===== src/logic/pcg_regs.vh =====
/*
 constants of the clock generation and start-up block: register indexes,
 field positions, reset values and cycle counts.
 assumes inclusion by bare name from the design files.
*/
`ifndef PCG_REGS_VH
`define PCG_REGS_VH

// register indexes; byte address is four times the index
`define PCG_IDX_CSR 8'hd8
`define PCG_IDX_MCU 8'h55
`define PCG_IDX_TRIM 8'h67
`define PCG_IDX_CONV 8'h7c
`define PCG_ADDR_W 12

// pll_ctrl_status_reg fields
`define PCG_CSR_SWEN 5
`define PCG_CSR_LOCK 4
`define PCG_CSR_FLAG 1
`define PCG_CSR_IE 0
// mcu control field
`define PCG_MCU_OUT_EN 5
// converter_control_a field
`define PCG_CONV_SEL 0

`define PCG_TRIM_RST 8'h00
`define PCG_PLL_MULT 7'h70
`define PCG_CONV_DIV 5'h1c
`define PCG_RST_SYS 14'h000e
`define PCG_WAKE_SYS 14'h0006
`define PCG_WAKE_RC 14'h0002
`define PCG_DLY_2K 14'h0800
`define PCG_DLY_4K 14'h1000
`define PCG_DLY_8K 14'h2000

`endif


===== src/logic/pcg_clock_gen.v =====
/*
 clock generation and start-up control: halved/full core clock enables,
 converter clock, low power ticks, start-up and wake sequencing, and an
 ahb-lite register slave.
 assumes i_clk is the pll output rate and oscillators arrive as levels.
*/
// The address map and register access over AHB-Lite are this design's own decisions.
`timescale 1ns/1ps
`default_nettype none
`include "pcg_regs.vh"

//Contract
//(RL1) pll multiplies slow oscillator by fixed factor
//(RL2) halved clock until lock, then full
//(RL3) converter clock is pll/28 or slow osc
//(RL4) converter select bit picks its source
//(RL5) status register shows read-only lock bit
//(RL6) lock-change interrupt gated by enable bit
//(RL7) flag sets on lock edge, write-one clears
//(RL8) two slow cycles before pll restart
//(RL9) wake takes 2 slow plus 6 core
//(RL10) cpu runs before lock on halved clock
//(RL11) reset adds 14 core plus fuse count
//(RL12) fuse 00 reserved; 11 is default
//(RL13) reset real-time part counted on low-power osc
//(RL14) factory trim loaded into trim register at reset
//(RL15) watchdog and wake timer run on low-power osc
//(RL16) clock out is core clock/2, stops asleep
//(RL17) sleep halts unused clocks, core stops
//(RL18) wake input detected without peripheral clock
//(RL19) nvm clock gated with core clock
//(RL20) half-to-full switch is glitch-free
module pcg_clock_gen #(
	parameter [13:0] DLY_2K = `PCG_DLY_2K,
	parameter [13:0] DLY_4K = `PCG_DLY_4K,
	parameter [13:0] DLY_8K = `PCG_DLY_8K
) (
	input wire i_clk,
	input wire i_rstn,
	input wire i_hsel,
	input wire [31:0] i_haddr,
	input wire [1:0] i_htrans,
	input wire i_hwrite,
	input wire [2:0] i_hsize,
	input wire i_hready,
	input wire [31:0] i_hwdata,
	output wire [31:0] o_hrdata,
	output wire o_hreadyout,
	output wire o_hresp,
	input wire i_pll_lock,
	input wire i_slow_osc,
	input wire i_ultra_low_power_osc,
	input wire i_wake,
	input wire i_sleep_req,
	input wire [1:0] i_sleep_mode,
	input wire i_irq_ack,
	input wire [1:0] i_startup_delay_fuse,
	input wire [7:0] i_factory_trim,
	output wire o_pll_enable,
	output wire [6:0] o_pll_mult,
	output wire o_core_clock_en,
	output wire o_peripheral_clock_en,
	output wire o_nvm_clock_en,
	output wire o_converter_clock_en,
	output wire o_wdt_clock_en,
	output wire o_wut_clock_en,
	output wire o_cpu_run,
	output wire o_lock_irq,
	output wire [7:0] o_slow_osc_trim,
	output wire o_clock_out_pin
);

	localparam [2:0] S_RST_SYS = 3'h0;
	localparam [2:0] S_RST_LPO = 3'h1;
	localparam [2:0] S_RUN = 3'h2;
	localparam [2:0] S_SLEEP = 3'h3;
	localparam [2:0] S_WAKE_RC = 3'h4;
	localparam [2:0] S_WAKE_SYS = 3'h5;
	localparam [1:0] M_IDLE = 2'h1;

	// register index decode, shared by reads and writes
	function [1:0] reg_sel;
		input [`PCG_ADDR_W-1:0] a;
		begin
			case (a[`PCG_ADDR_W-1:2])
				{2'h0, `PCG_IDX_CSR}: reg_sel = 2'h0;
				{2'h0, `PCG_IDX_MCU}: reg_sel = 2'h1;
				{2'h0, `PCG_IDX_TRIM}: reg_sel = 2'h2;
				default: reg_sel = 2'h3;
			endcase
		end
	endfunction

	function is_conv;
		input [`PCG_ADDR_W-1:0] a;
		begin
			is_conv = (a[`PCG_ADDR_W-1:2] == {2'h0, `PCG_IDX_CONV});
		end
	endfunction

	// low-power count chosen by the start-up fuse; 00 falls back to the default
	function [13:0] lpo_len;
		input [1:0] f;
		begin
			case (f)
				2'h1: lpo_len = DLY_2K;
				2'h2: lpo_len = DLY_4K;
				default: lpo_len = DLY_8K;
			endcase
		end
	endfunction

	wire [5:0] sy_lvl;
	wire [5:0] sy_rise;
	wire [5:0] sy_edge;

	// asynchronous pins, including the wake line, pass two flops
	pcg_sync #(.W(6)) u_sync (
		.i_clk(i_clk),
		.i_rstn(i_rstn),
		.i_async({i_startup_delay_fuse, i_wake, i_ultra_low_power_osc, i_slow_osc, i_pll_lock}),
		.o_level(sy_lvl),
		.o_rise(sy_rise),
		.o_edge(sy_edge)
	); // RL18

	wire lock_s = sy_lvl[0];
	wire lock_edge = sy_edge[0];
	wire slow_tick = sy_rise[1];
	wire lpo_tick = sy_rise[2];
	wire wake_rise = sy_rise[3];
	wire [1:0] fuse_s = sy_lvl[5:4];

	reg [2:0] state_ff;
	reg [2:0] nxt_state;
	reg [13:0] cnt_ff;
	reg [13:0] nxt_cnt;
	reg pll_en_ff;
	reg nxt_pll_en;
	reg [1:0] mode_ff;
	reg [1:0] nxt_mode;
	reg [1:0] fuse_ff;
	reg phase_ff;
	reg full_ff;
	reg [4:0] div_ff;
	reg core_en_ff;
	reg per_en_ff;
	reg conv_en_ff;
	reg lpo_en_ff;
	reg run_ff;
	reg clk_out_ff;
	reg irq_ff;
	reg [6:0] mult_ff;

	reg swen_ff;
	reg flag_ff;
	reg ie_ff;
	reg clk_out_en_ff;
	reg conv_sel_ff;
	reg [7:0] trim_ff;

	reg pend_ff;
	reg wr_ff;
	reg [`PCG_ADDR_W-1:0] addr_ff;
	reg rdy_ff;
	reg [31:0] rdata_ff;

	wire pll_tick = pll_en_ff & (full_ff | phase_ff); // RL2 RL10
	wire awake = (state_ff != S_SLEEP);
	wire acc = i_hsel & i_htrans[1] & i_hready;
	wire wr_now = pend_ff & wr_ff;
	wire [1:0] wsel = reg_sel(addr_ff);
	wire csr_wr = wr_now & (wsel == 2'h0);
	wire deep = (i_sleep_mode != M_IDLE);

	// start-up and wake sequencer
	always @* begin
		nxt_state = state_ff;
		nxt_cnt = cnt_ff;
		nxt_pll_en = pll_en_ff;
		nxt_mode = mode_ff;
		case (state_ff)
			S_RST_SYS: begin
				if (pll_tick) begin
					nxt_cnt = cnt_ff + 14'h0001;
					if (cnt_ff == `PCG_RST_SYS - 14'h0001) begin // RL11
						nxt_state = S_RST_LPO;
						nxt_cnt = 14'h0000;
					end
				end
			end
			S_RST_LPO: begin
				if (lpo_tick) begin // RL13
					nxt_cnt = cnt_ff + 14'h0001;
					if (cnt_ff == lpo_len(fuse_ff) - 14'h0001) begin // RL11 RL12
						nxt_state = S_RUN;
						nxt_cnt = 14'h0000;
					end
				end
			end
			S_RUN: begin
				if (i_sleep_req && (i_sleep_mode != 2'h0)) begin // RL17
					nxt_state = S_SLEEP;
					nxt_mode = i_sleep_mode;
					if (deep && !swen_ff)
						nxt_pll_en = 1'b0;
				end
			end
			S_SLEEP: begin
				nxt_cnt = 14'h0000;
				if (wake_rise) begin
					if (mode_ff == M_IDLE)
						nxt_state = S_RUN;
					else if (pll_en_ff)
						nxt_state = S_WAKE_SYS; // RL8
					else
						nxt_state = S_WAKE_RC;
				end
			end
			S_WAKE_RC: begin
				if (slow_tick) begin
					nxt_cnt = cnt_ff + 14'h0001;
					if (cnt_ff == `PCG_WAKE_RC - 14'h0001) begin // RL8 RL9
						nxt_state = S_WAKE_SYS;
						nxt_pll_en = 1'b1;
						nxt_cnt = 14'h0000;
					end
				end
			end
			S_WAKE_SYS: begin
				if (pll_tick) begin
					nxt_cnt = cnt_ff + 14'h0001;
					if (cnt_ff == `PCG_WAKE_SYS - 14'h0001) begin // RL9
						nxt_state = S_RUN;
						nxt_cnt = 14'h0000;
					end
				end
			end
			default: begin
				nxt_state = S_RST_SYS;
				nxt_cnt = 14'h0000;
			end
		endcase
	end

	always @(posedge i_clk or negedge i_rstn) begin
		if (!i_rstn) begin
			state_ff <= S_RST_SYS;
			cnt_ff <= 14'h0000;
			pll_en_ff <= 1'b1;
			mode_ff <= 2'h0;
			fuse_ff <= 2'h3;
			mult_ff <= 7'h00;
		end else begin
			state_ff <= nxt_state;
			cnt_ff <= nxt_cnt;
			pll_en_ff <= nxt_pll_en;
			mode_ff <= nxt_mode;
			mult_ff <= `PCG_PLL_MULT; // RL1
			if (state_ff == S_RST_SYS)
				fuse_ff <= fuse_s;
		end
	end

	// clock enables; mode only changes right after a pulse
	always @(posedge i_clk or negedge i_rstn) begin
		if (!i_rstn) begin
			phase_ff <= 1'b0;
			full_ff <= 1'b0;
			div_ff <= 5'h00;
			core_en_ff <= 1'b0;
			per_en_ff <= 1'b0;
			conv_en_ff <= 1'b0;
			lpo_en_ff <= 1'b0;
			run_ff <= 1'b0;
			clk_out_ff <= 1'b0;
		end else begin
			phase_ff <= ~phase_ff;
			if (phase_ff)
				full_ff <= lock_s & pll_en_ff; // RL20
			core_en_ff <= pll_tick & awake; // RL17 RL19
			per_en_ff <= pll_tick & (awake | (mode_ff == M_IDLE)); // RL17
			if (div_ff == `PCG_CONV_DIV - 5'h01)
				div_ff <= 5'h00;
			else
				div_ff <= div_ff + 5'h01;
			if (conv_sel_ff) // RL4
				conv_en_ff <= slow_tick; // RL3
			else
				conv_en_ff <= pll_en_ff & (div_ff == 5'h00); // RL3
			lpo_en_ff <= lpo_tick; // RL15
			run_ff <= (nxt_state == S_RUN); // RL10
			if (!clk_out_en_ff || state_ff != S_RUN)
				clk_out_ff <= 1'b0; // RL16
			else if (pll_tick)
				clk_out_ff <= ~clk_out_ff; // RL16
		end
	end

	// ahb-lite slave: one wait state, data phase registered
	always @(posedge i_clk or negedge i_rstn) begin
		if (!i_rstn) begin
			pend_ff <= 1'b0;
			wr_ff <= 1'b0;
			addr_ff <= {`PCG_ADDR_W{1'b0}};
			rdy_ff <= 1'b1;
			rdata_ff <= 32'h0000_0000;
		end else if (acc) begin
			pend_ff <= 1'b1;
			wr_ff <= i_hwrite;
			addr_ff <= i_haddr[`PCG_ADDR_W-1:0];
			rdy_ff <= 1'b0;
		end else if (pend_ff) begin
			pend_ff <= 1'b0;
			rdy_ff <= 1'b1;
			rdata_ff <= 32'h0000_0000;
			if (!wr_ff) begin
				case (wsel)
					2'h0: begin
						rdata_ff[`PCG_CSR_SWEN] <= swen_ff;
						rdata_ff[`PCG_CSR_LOCK] <= lock_s; // RL5
						rdata_ff[`PCG_CSR_FLAG] <= flag_ff;
						rdata_ff[`PCG_CSR_IE] <= ie_ff;
					end
					2'h1: rdata_ff[`PCG_MCU_OUT_EN] <= clk_out_en_ff;
					2'h2: rdata_ff[7:0] <= trim_ff;
					default: rdata_ff[`PCG_CONV_SEL] <= is_conv(addr_ff) & conv_sel_ff;
				endcase
			end
		end
	end

	// register file; the lock bit has no storage and ignores writes
	always @(posedge i_clk or negedge i_rstn) begin
		if (!i_rstn) begin
			swen_ff <= 1'b0;
			ie_ff <= 1'b0;
			clk_out_en_ff <= 1'b0;
			conv_sel_ff <= 1'b0;
			trim_ff <= `PCG_TRIM_RST;
		end else begin
			if (csr_wr) begin
				swen_ff <= i_hwdata[`PCG_CSR_SWEN];
				ie_ff <= i_hwdata[`PCG_CSR_IE]; // RL6
			end
			if (wr_now && wsel == 2'h1)
				clk_out_en_ff <= i_hwdata[`PCG_MCU_OUT_EN]; // RL16
			if (wr_now && wsel == 2'h3 && is_conv(addr_ff))
				conv_sel_ff <= i_hwdata[`PCG_CONV_SEL]; // RL4
			if (state_ff == S_RST_SYS)
				trim_ff <= i_factory_trim; // RL14
			else if (wr_now && wsel == 2'h2)
				trim_ff <= i_hwdata[7:0];
		end
	end

	// lock-change flag: an edge in the clearing cycle still sets it
	always @(posedge i_clk or negedge i_rstn) begin
		if (!i_rstn) begin
			flag_ff <= 1'b0;
			irq_ff <= 1'b0;
		end else begin
			if (lock_edge)
				flag_ff <= 1'b1; // RL7
			else if ((csr_wr && i_hwdata[`PCG_CSR_FLAG]) || i_irq_ack)
				flag_ff <= 1'b0; // RL7
			irq_ff <= (flag_ff | lock_edge) & ie_ff; // RL6
		end
	end

	assign o_hrdata = rdata_ff;
	assign o_hreadyout = rdy_ff;
	assign o_hresp = 1'b0;
	assign o_pll_enable = pll_en_ff;
	assign o_pll_mult = mult_ff;
	assign o_core_clock_en = core_en_ff;
	assign o_peripheral_clock_en = per_en_ff;
	assign o_nvm_clock_en = core_en_ff; // RL19
	assign o_converter_clock_en = conv_en_ff;
	assign o_wdt_clock_en = lpo_en_ff;
	assign o_wut_clock_en = lpo_en_ff;
	assign o_cpu_run = run_ff;
	assign o_lock_irq = irq_ff;
	assign o_slow_osc_trim = trim_ff;
	assign o_clock_out_pin = clk_out_ff;

endmodule // pcg_clock_gen

`default_nettype wire


===== src/logic/pcg_sync.v =====
/*
 two-stage synchroniser with edge detection, one lane per bit.
 assumes asynchronous inputs and one system clock.
*/
`timescale 1ns/1ps
`default_nettype none

module pcg_sync #(
	parameter W = 4
) (
	input wire i_clk,
	input wire i_rstn,
	input wire [W-1:0] i_async,
	output wire [W-1:0] o_level,
	output wire [W-1:0] o_rise,
	output wire [W-1:0] o_edge
);

	genvar g;
	generate
		for (g = 0; g < W; g = g + 1) begin : lane
			reg s1_ff;
			reg s2_ff;
			reg s3_ff;
			always @(posedge i_clk or negedge i_rstn) begin
				if (!i_rstn) begin
					s1_ff <= 1'b0;
					s2_ff <= 1'b0;
					s3_ff <= 1'b0;
				end else begin
					s1_ff <= i_async[g];
					s2_ff <= s1_ff;
					s3_ff <= s2_ff;
				end
			end
			assign o_level[g] = s2_ff;
			assign o_rise[g] = s2_ff & ~s3_ff;
			assign o_edge[g] = s2_ff ^ s3_ff;
		end
	endgenerate

endmodule // pcg_sync

`default_nettype wire


===== config.mk =====
export PLATFORM = sky130hd
export DESIGN_NAME = pcg_clock_gen
export DESIGN_NICKNAME = d
export VERILOG_FILES = /design/src/logic/pcg_clock_gen.v /design/src/logic/pcg_sync.v
export VERILOG_INCLUDE_DIRS = /design/src /design/src/logic
export SDC_FILE = /design/constraint.sdc
export NUM_CORES = 1
export LEC_CHECK = 0
export ABC_AREA = 0
export BUFFER_PORTS_ARGS = -buffer_cell sky130_fd_sc_hd__buf_2
export CAP_MARGIN = 20
export CORE_MARGIN = 2
export CORE_UTILIZATION = 40
export CTS_CLUSTER_DIAMETER = 200
export DETAILED_ROUTE_END_ITERATION = 8
export PLACE_DENSITY = 0.69
export SLEW_MARGIN = 20
export SYNTH_ARGS = -nofsm -noshare
export SYNTH_HDL_FRONTEND = slang
export SYNTH_SLANG_ARGS = --single-unit

===== constraint.sdc =====
create_clock -name i_clk -period 2.2 [get_ports i_clk]
set_clock_uncertainty 0.1 [all_clocks]
set_input_delay 0.55 -clock i_clk [delete_from_list [all_inputs] [get_ports i_clk]]
set_output_delay 0.55 -clock i_clk [all_outputs]
set_load 0.01 [all_outputs]

==> results_dict.tcl, run 1 <==
set metrics [dict create \
    status "complete, no violations" \
    netlist.area_leader.share_pct 49.43 \
    clk_latency_ns 0.36 \
    grt_pass1_wl_um 14840 \
    dr.first_iter.drc_count 229 \
    boundaryPins 151 \
    area_growth_pct 22.07 \
    cts_sinks 87 \
    fin_ws_ns 0.05291 \
    grt_pass1_vias 3111 \
    viasPerCell 5.057 \
    fin_nets 590 \
    gp_congestion 0.9105 \
    grtUsageTotal_pct 16.39 \
    cts_root_buf "clkbuf_8" \
    netlist_area_um2 4202 \
    io_buffers 71 \
    route.detailed.drc 0 \
    dieArea_um2 11340 \
    yosysTopAreaCell "dfrtp_1" \
    fin_util_pct 49.90 \
    maxSlewViolCount 0 \
    cts.path.max_buffers 2 \
    fin_crit_sh_pct 97.59 \
    fin_cells 634 \
    top_layer_used "met4" \
    ys_ff_latch 87 \
    diodes 0 \
    crit_chain "inv_2 -> ha_4 -> xnor2_1 -> nand4b_1 -> o21a_4 -> nor4_4 -> buf_6 -> a21oi_2" \
    cp.arrival_ns 2.28 \
    ys_types 60 \
    dr.pass1.iters 5 \
    max_slew_margin_pct 54.87 \
    drive_gt1_share_pct 35.74 \
    worst_pin_slew_ns 0.6748 \
    core_region_area_um2 10280 \
    dp.cells 608 \
    n_fill_cell 923 \
    grt_setup_unrepaired "yes" \
    synthCells 393 \
    cp.required_ns 2.33 \
    cap_violations 0 \
    synth_edf_count 0 \
    htree_levels 3 \
    wl_per_cell_um 14.35 \
    cpPeakStageDelay_ns 0.54 \
    chipHeight_um 106.5 \
    core.rowCount 37 \
    hold_buffers 0 \
    synth_ff_type "dfrtp_1" \
    wl_met1_um 4112 \
    fmax_ghz 0.4657 \
    wl_met2_um 4426 \
    setup_viol 0 \
    critPathSlowestCell "dfstp_2" \
    crit_path_max_fanout 5 \
    antenna_found_initial 0 \
    wl_met3_um 393 \
    worstSetupStartpointType "flop" \
    p_per_area_nw_per_um2 659.9 \
    r2r_cells 8 \
    vias 3206 \
    dp_hpwl_um 6455 \
    finalHoldViolCount 0 \
    routed_wl_um 9099 \
    worstSetupPathType "flop to flop" \
    fin_crit_ns 2.147 \
    initial_utilization_pct 40.88 \
    fin_total_pwr_mw 3.384 \
    pre_cts_slack_ns -0.04920 \
    seq_area_frac_synth_pct 51.94 \
    async_reset_ff_share_pct 100.0 \
    dieWidth_um 106.5 \
    max-vdd-ir-drop_mv 0.4490 \
    synth_warnings 0 \
    numCtsBuffers 9 \
    leakagePower_nw 2.348 \
    grt_max_degree 40 \
    syn_avg_cell_area_um2 10.69 \
    cts_tree "yes" \
    end_kind "flop" \
    ant_nets 0 \
    hold_path_class "primary input to asynchronous set/reset pin" \
    yosys-top-cells-area "dfrtp_1 (49%), buf_4 (5.9%), nand2_1 (4.6%), mux2_2 (4.3%), dfstp_2 (2.5%)" \
    cts.clk_slew.worst_paths_ns 0.08 \
    overflow 0 \
]
## cell usage in the layout, fill, tap and decap left out, drive strengths merged, types with 4 or more instances in the layout
master,Yosys,routed
nand4,10,10
nor2b,4,4
nor3,6,6
or4,5,5
nand2b,5,5
xor2,6,6
mux2i,9,9
clkbuf,5,11
nor4,5,5
mux2,16,16
inv,13,14
clkinv,0,4
nor2,14,14
or3,5,5
a21oi,8,8
buf,39,105
dfrtp,83,83
o21a,4,4
nand3,16,16
ha,5,5
o31ai,9,9
conb,2,30
nand2,51,51
dfstp,4,4
o21ai,27,27
## cells in the mapped netlist (all sizes together) (5+ instances only)
master,instances
nor3,6
or4,5
buf,39
a21oi,8
xor2,6
nor4,5
o21ai,27
nor2,14
mux2,16
nand3,16
clkbuf,5
or3,5
nand2,51
nand2b,5
o31ai,9
nand4,10
dfrtp,83
mux2i,9
inv,13
ha,5
## layer usage
metal	vias up	GRT usage, %
met5	-	0
met4	0	6.122
met3	16	3.495
met2	101	26.92
met1	1559	21.34
li1	1530	-
## report_power, final
part	internal, mW	leakage, nW	switching (mW)
Clock	0.454	0.0954	0.589
Sequential	1.71	1.04	0.130
Combinational	0.235	1.21	0.268
## logic make-up after synthesis
| family | synth area share, % |
|---|---|
| and+or+nand+nor | 18.88 |
| DFF | 51.94 |
| buffers and inverters | 8.189 |
| xor gates and xnor gates | 1.876 |
| adders and majority gates | 1.489 |
| AOI/OAI and AO/OA | 11.02 |
| muxes | 6.432 |
| other | 0.1787 |
## area by class of cell
cell class              count  area [um^2]  share of cell area (%)
repair buffers            105        640.6                   12.49
multi-input cells         277         1899                   37.03
clock buffers              11        141.4                   2.757
clock inverters             5        42.54                  0.8295
flip-flops and latches     87         2186                   42.62
well taps                 136        170.2                   3.318
inverters                  13        48.80                  0.9515
## final timing paths
check                                startpoint              endpoint  slack [ns]
setup / recovery                     fuse_ff[1]             cnt_ff[9]        0.05
setup reg to reg                     fuse_ff[1]             cnt_ff[9]        0.05
hold / removal                           i_rstn  u_sync.lane[3].s2_ff       0.008
min in group i_clk                   i_pll_lock  u_sync.lane[0].s1_ff        0.19
hold reg to reg            u_sync.lane[1].s1_ff  u_sync.lane[1].s2_ff        0.25
max in group asynchronous                i_rstn            fuse_ff[1]        1.32
## through the flow
stage / hold slack (ns) / setup TNS (ns) / area (um^2)
final: 0.007777 / 0 / 5129
after global routing: 0.01021 / -1.043 / 5129
after CTS: 0.005673 / -0.002365 / 4925
after detailed placement: 0.2347 / -0.04930 / 4737
after global placement: 0.2343 / 0 / 4737
after floorplan: 0.1544 / 0 / 4307
## state kept, by name, summed over array words and instances, names as in the netlist, 3 cells and up
name	count
u_sync.lane.s2_ff	6
o_hrdata	8
o_slow_osc_trim	8
div_ff	5
addr_ff	10
u_sync.lane.s3_ff	4
state_ff	3
cnt_ff	14
u_sync.lane.s1_ff	6
## what timing repair did
action,4_1_cts,5_1_grt
gates resized for setup,2,33
setup buffers,0,9
setup endpoints to repair,11,26
pin swaps,0,9
cloned,0,1
## worst max-delay path, delay by kind of cell (launching register included)
family,cells,cell delay [ns]
simple gates,2,0.46
compound gates,2,0.35
fa+ha+maj,1,0.25
xor+xnor,1,0.10
flops,1,0.54
buf+inv,2,0.23
Note: power is estimated with default switching activity, not from simulation.
==> run 2: changes to the inputs <==
- BUFFER_PORTS_ARGS: -buffer_cell sky130_fd_sc_hd__buf_2 -> -buffer_cell sky130_fd_sc_hd__buf_4
==> results_dict.tcl, run 2 (synthesis gave the netlist of run 1 again) <==
set metrics [dict create \
    initial_utilization_pct 40.88 \
    dr.pass1.iters 4 \
    multi_input_area_um2 1877 \
    core.rowCount 37 \
    setup_viol 0 \
    diodes 0 \
    grtUsageTotal_pct 16.85 \
    boundaryPins 151 \
    core_region_area_um2 10280 \
    cts.clk_slew.worst_paths_ns 0.09 \
    crit_path_max_fanout 7 \
    overflow 0 \
    fin_util_pct 51.50 \
    cp.arrival_ns 2.31 \
    regArea_um2 2182 \
    largestRegisters "cnt_ff: 14 flops, addr_ff: 10 flops" \
    crit_chain "nor3_1 -> nand4_1 -> o21a_4 -> nor4_4 -> buf_4 -> a21oi_1" \
    fin_crit_sh_pct 98.48 \
    largest_reg_flops 14 \
    hold_buffers 0 \
    seq_power_share_pct 51.3 \
    cpPeakStageDelay_ns 0.46 \
    p_int_mw 2.606 \
    viasPerCell 5.099 \
    p_switching_uw 957.1 \
    area_growth_pct 25.97 \
    crit_family "simple AND/OR/NAND/NOR gates" \
    hold_ws_ns 0.01815 \
    leakagePower_nw 2.417 \
    hold_path_class "primary input to asynchronous set/reset pin" \
    numCtsBuffers 9 \
    worstSetupStartpointType "flop" \
    ant_nets 0 \
    end_kind "flop" \
    reg2reg_slack_ns 0.03 \
    critPathSlowestCell "dfrtp_1" \
    fin_crit_ns 2.167 \
    cts_tree "yes" \
    fin_cells 635 \
    io_buffers 71 \
    fmax_ghz 0.4615 \
    cts_sinks 87 \
    stdcell_area_um2 5293 \
    post_dp_cell_area_um2 4930 \
    max-vdd-ir-drop_mv 0.5163 \
    chipHeight_um 106.5 \
    vias 3238 \
    cts_root_buf "clkbuf_8" \
    dieArea_um2 11340 \
    cap_violations 0 \
    dp_hpwl_um 6859 \
    largest-register "cnt_ff" \
    maxSlewViolCount 0 \
    cts.path.max_buffers 2 \
    p_per_area_nw_per_um2 673.2 \
    finalHoldViolCount 0 \
    n_fill_cell 920 \
    gp_congestion 0.8943 \
    fin_ws_ns 0.03336 \
    worstSetupPathType "flop to flop" \
    grt_pass1_vias 3154 \
    dieWidth_um 106.5 \
    r2r-start "cnt_ff[4]" \
    mostFrequentLayoutCells "buf_4 (104), dfrtp_1 (83), nand2_1 (51)" \
    antenna_found_initial 0 \
    fin_nets 591 \
    route.detailed.drc 0 \
    p_comb_share_pct 14.8 \
    final_common_cell "buf_4" \
    drive_gt1_share_pct 34.07 \
    pwr-share-clk_pct 33.9 \
    routed_wl_um 9308 \
    grt_max_degree 34 \
    dr.first_iter.drc_count 283 \
    status "complete, no violations" \
    dp.cells 612 \
    wl_per_cell_um 14.66 \
    r2r_cells 6 \
    p_sw_share_pct 26.86 \
    clk_latency_ns 0.36 \
    pre_cts_slack_ns 0.002473 \
    rr_endpoint "cnt_ff[13]" \
    grt_pass1_wl_um 15100 \
    htree_levels 3 \
    critPathBufInv 1 \
    cp.required_ns 2.34 \
]
[run 2: worst max path at each step]
stage / startpoint / endpoint / cells after the start
3_3_place_gp: fuse_ff[1] / cnt_ff[12] / 7
6_report: cnt_ff[4] / cnt_ff[13] / 6
3_5_place_dp: fuse_ff[1] / cnt_ff[12] / 7
5_1_grt: cnt_ff[0] / cnt_ff[13] / 8
4_1_cts: fuse_ff[1] / cnt_ff[12] / 8
2_1_floorplan: cnt_ff[1] / cnt_ff[11] / 6
[run 2: per-stage QoR]
stage	power [mW]	TNS, ns
after floorplan	2.131	0
after global placement	2.308	0
after detailed placement	2.327	0
after CTS	3.532	0
after global routing	3.727	-0.1623
final	3.563	0
[run 2: power groups by stage]
stage	Sequential [mW]	Clock (mW)	Combinational, mW
after global routing	1.85	1.30	0.575
after detailed placement	1.86	0	0.472
after global placement	1.85	0	0.457
after floorplan	1.82	0	0.313
final	1.83	1.21	0.526
after CTS	1.82	1.23	0.474
[run 2: final cells by class]
type	instances	area share [%]
clock inverter	6	1.584
tap	136	3.215
sequential	87	41.23
clock buffer	10	2.411
multi-input combinational	277	35.46
timing repair buffer	106	15.18
inverter	13	0.9220
[run 2: timing repair]
action | CTS | global route
resized for setup | 3 | 22
setup endpoints to repair | 5 | 28
hold endpoints to repair | 0 | 0
pin swaps | 0 | 8
setup buffers | 0 | 6
gates cloned | 0 | 1
[run 2: per-layer routing]
layer	up-vias	part of all wire [%]	GRT usage, %
met5	-	0	0
met4	0	2.8	8.163
met3	17	3.9	2.207
met2	100	50	27.79
met1	1581	44	21.98
li1	1540	-	-
[run 2: worst register-to-register path: stages (launching register included)]
cell	delay, ns
dfrtp_1	0.46
nor3_1	0.33
nand4_1	0.23
o21a_4	0.30
nor4_4	0.37
buf_4	0.21
a21oi_1	0.05
==> run 3: changes to the inputs <==
- PLACE_DENSITY: 0.69 -> 0.75
==> results_dict.tcl, run 3 (synthesis gave the netlist of run 1 again) <==
set metrics [dict create \
    status "finished, violations left" \
    violations "setup timing" \
    worstSetupStartpointType "flop" \
    fin_crit_ns 2.221 \
    core_region_area_um2 10280 \
    pre_cts_slack_ns -0.1568 \
    diodes 0 \
    fin_ws_ns -0.02066 \
    cp.required_ns 2.35 \
    grt.busiest_layer "met2" \
    fin_crit_sh_pct 100.9 \
    route.detailed.drc 0 \
    max-vdd-ir-drop_mv 0.5468 \
    numCtsBuffers 9 \
    overflow 0 \
    regArea_um2 2182 \
    dieWidth_um 106.5 \
    grt_pass1_vias 3136 \
    worstSetupPathType "flop to flop" \
    mostFrequentLayoutCells "buf_4 (107), dfrtp_1 (83), nand2_1 (51)" \
    final_common_cell "buf_4" \
    grt_setup_unrepaired "yes" \
    p_sw_share_pct 27.56 \
    leakagePower_nw 2.435 \
    dr.pass1.iters 7 \
    core.rowCount 37 \
    antenna_found_initial 0 \
    p_per_area_nw_per_um2 651.1 \
    htree_levels 3 \
    fin_nets 595 \
    cp.arrival_ns 2.37 \
    largestRegisters "cnt_ff: 14 flops, addr_ff: 10 flops" \
    vias 3227 \
    fin_tns_setup_ns -0.07222 \
    pwr-share-clk_pct 32.8 \
    p_int_mw 2.522 \
    setup_viol 10 \
    cts_root_buf "clkbuf_8" \
    gp_congestion 0.8865 \
    grt_pass1_wl_um 14780 \
    largest_reg_flops 14 \
    chipHeight_um 106.5 \
    finalHoldViolCount 0 \
    p_switching_uw 959.4 \
    met2_usage_pct 27.34 \
    clk_latency_ns 0.37 \
    cts_tree "yes" \
    met1_usage_pct 20.77 \
    hold_buffers 0 \
    grt_max_degree 88 \
    dp_hpwl_um 6540 \
    dieArea_um2 11340 \
    cts_sinks 87 \
    grtUsageTotal_pct 16.33 \
    drive_gt1_share_pct 35.19 \
    cap_violations 0 \
    seq_power_share_pct 52.5 \
    n_fill_cell 924 \
    critPathSlowestCell "dfstp_2" \
    end_kind "flop" \
    fmax_ghz 0.4503 \
    ant_nets 0 \
    io_buffers 71 \
    dr.first_iter.drc_count 144 \
    crit_path_max_fanout 7 \
    maxSlewViolCount 0 \
    hold_path_class "primary input to asynchronous set/reset pin" \
    cts.path.max_buffers 2 \
    initial_utilization_pct 40.88 \
    cts.clk_slew.worst_paths_ns 0.10 \
    boundaryPins 151 \
    viasPerCell 5.050 \
    cpPeakStageDelay_ns 0.53 \
    largest-register "cnt_ff" \
    multi_input_area_um2 1894 \
    p_comb_share_pct 14.7 \
    use_met3_pct 3.863 \
    crit_chain "inv_2 -> ha_4 -> xnor2_2 -> nand4b_1 -> o21a_4 -> nor4_4 -> buf_6 -> a21oi_2" \
    area_growth_pct 27.25 \
    wl_per_cell_um 13.84 \
    routed_wl_um 8845 \
]
run 3: metal layers:
metal  up-vias  wire length (um)  part of all wire, %
met1      1574              3759                   42
met5         -                 0                    0
met3        14               449                  5.1
met2        90              4473                   51
li1       1549                 -                    -
met4         0               163                  1.8
run 3: path summary, 6_finish.rpt:
check	startpoint	to	slack [ns]	depth (start not counted)
setup / recovery	fuse_ff[1]	cnt_ff[8]	-0.02	8
hold / removal	i_rstn	state_ff[1]	0.10	2
setup reg to reg	fuse_ff[1]	cnt_ff[8]	-0.02	8
hold reg to reg	u_sync.lane[4].s1_ff	u_sync.lane[4].s2_ff	0.25	0
max in group asynchronous	i_rstn	fuse_ff[1]	1.51	2
min in group i_clk	i_pll_lock	u_sync.lane[0].s1_ff	0.19	1
run 3: through the flow:
stage / power [mW] / utilization [%] / cell area [um^2] / std cells / hold WS (ns)
global placement: 2.335 / 48.75 / 5010 / 621 / 0.2328
detailed placement: 2.352 / 48.75 / 5010 / 621 / 0.2347
CTS: 3.512 / 51.61 / 5304 / 638 / 0.1266
finish: 3.481 / 52.02 / 5346 / 639 / 0.1005
floorplan: 2.131 / - / 4307 / 421 / 0.1544
global route: 3.655 / 52.02 / 5346 / 639 / 0.1384
run 3: area by class of cell:
class,instances,area share (%)
repair buffers,110,15.82
clock inverters,6,1.264
clock buffers,10,2.574
well taps,136,3.183
flip-flops and latches,87,40.81
multi-input cells,277,35.43
inverters,13,0.9127
run 3: critical path, delay by kind of cell (launching register included):
| family | cells | cell delay [ns] |
|---|---|---|
| buffers and inverters | 2 | 0.25 |
| DFF | 1 | 0.53 |
| adders and majority gates | 1 | 0.26 |
| AOI/OAI and AO/OA | 2 | 0.34 |
| and+or+nand+nor | 2 | 0.54 |
| xor gates and xnor gates | 1 | 0.09 |
run 3: timing repair:
item	CTS	global route
pin swaps	6	5
setup buffers	1	2
resized for setup	18	8
endpoints found under the setup margin	23	29
run 3: power by group through the flow:
stage	Sequential, mW	Combinational [mW]	Clock, mW
2_1_floorplan	1.82	0.313	0
3_3_place_gp	1.85	0.485	0
3_5_place_dp	1.86	0.494	0
4_1_cts	1.83	0.511	1.17
5_1_grt	1.85	0.567	1.24
6_report	1.83	0.511	1.14
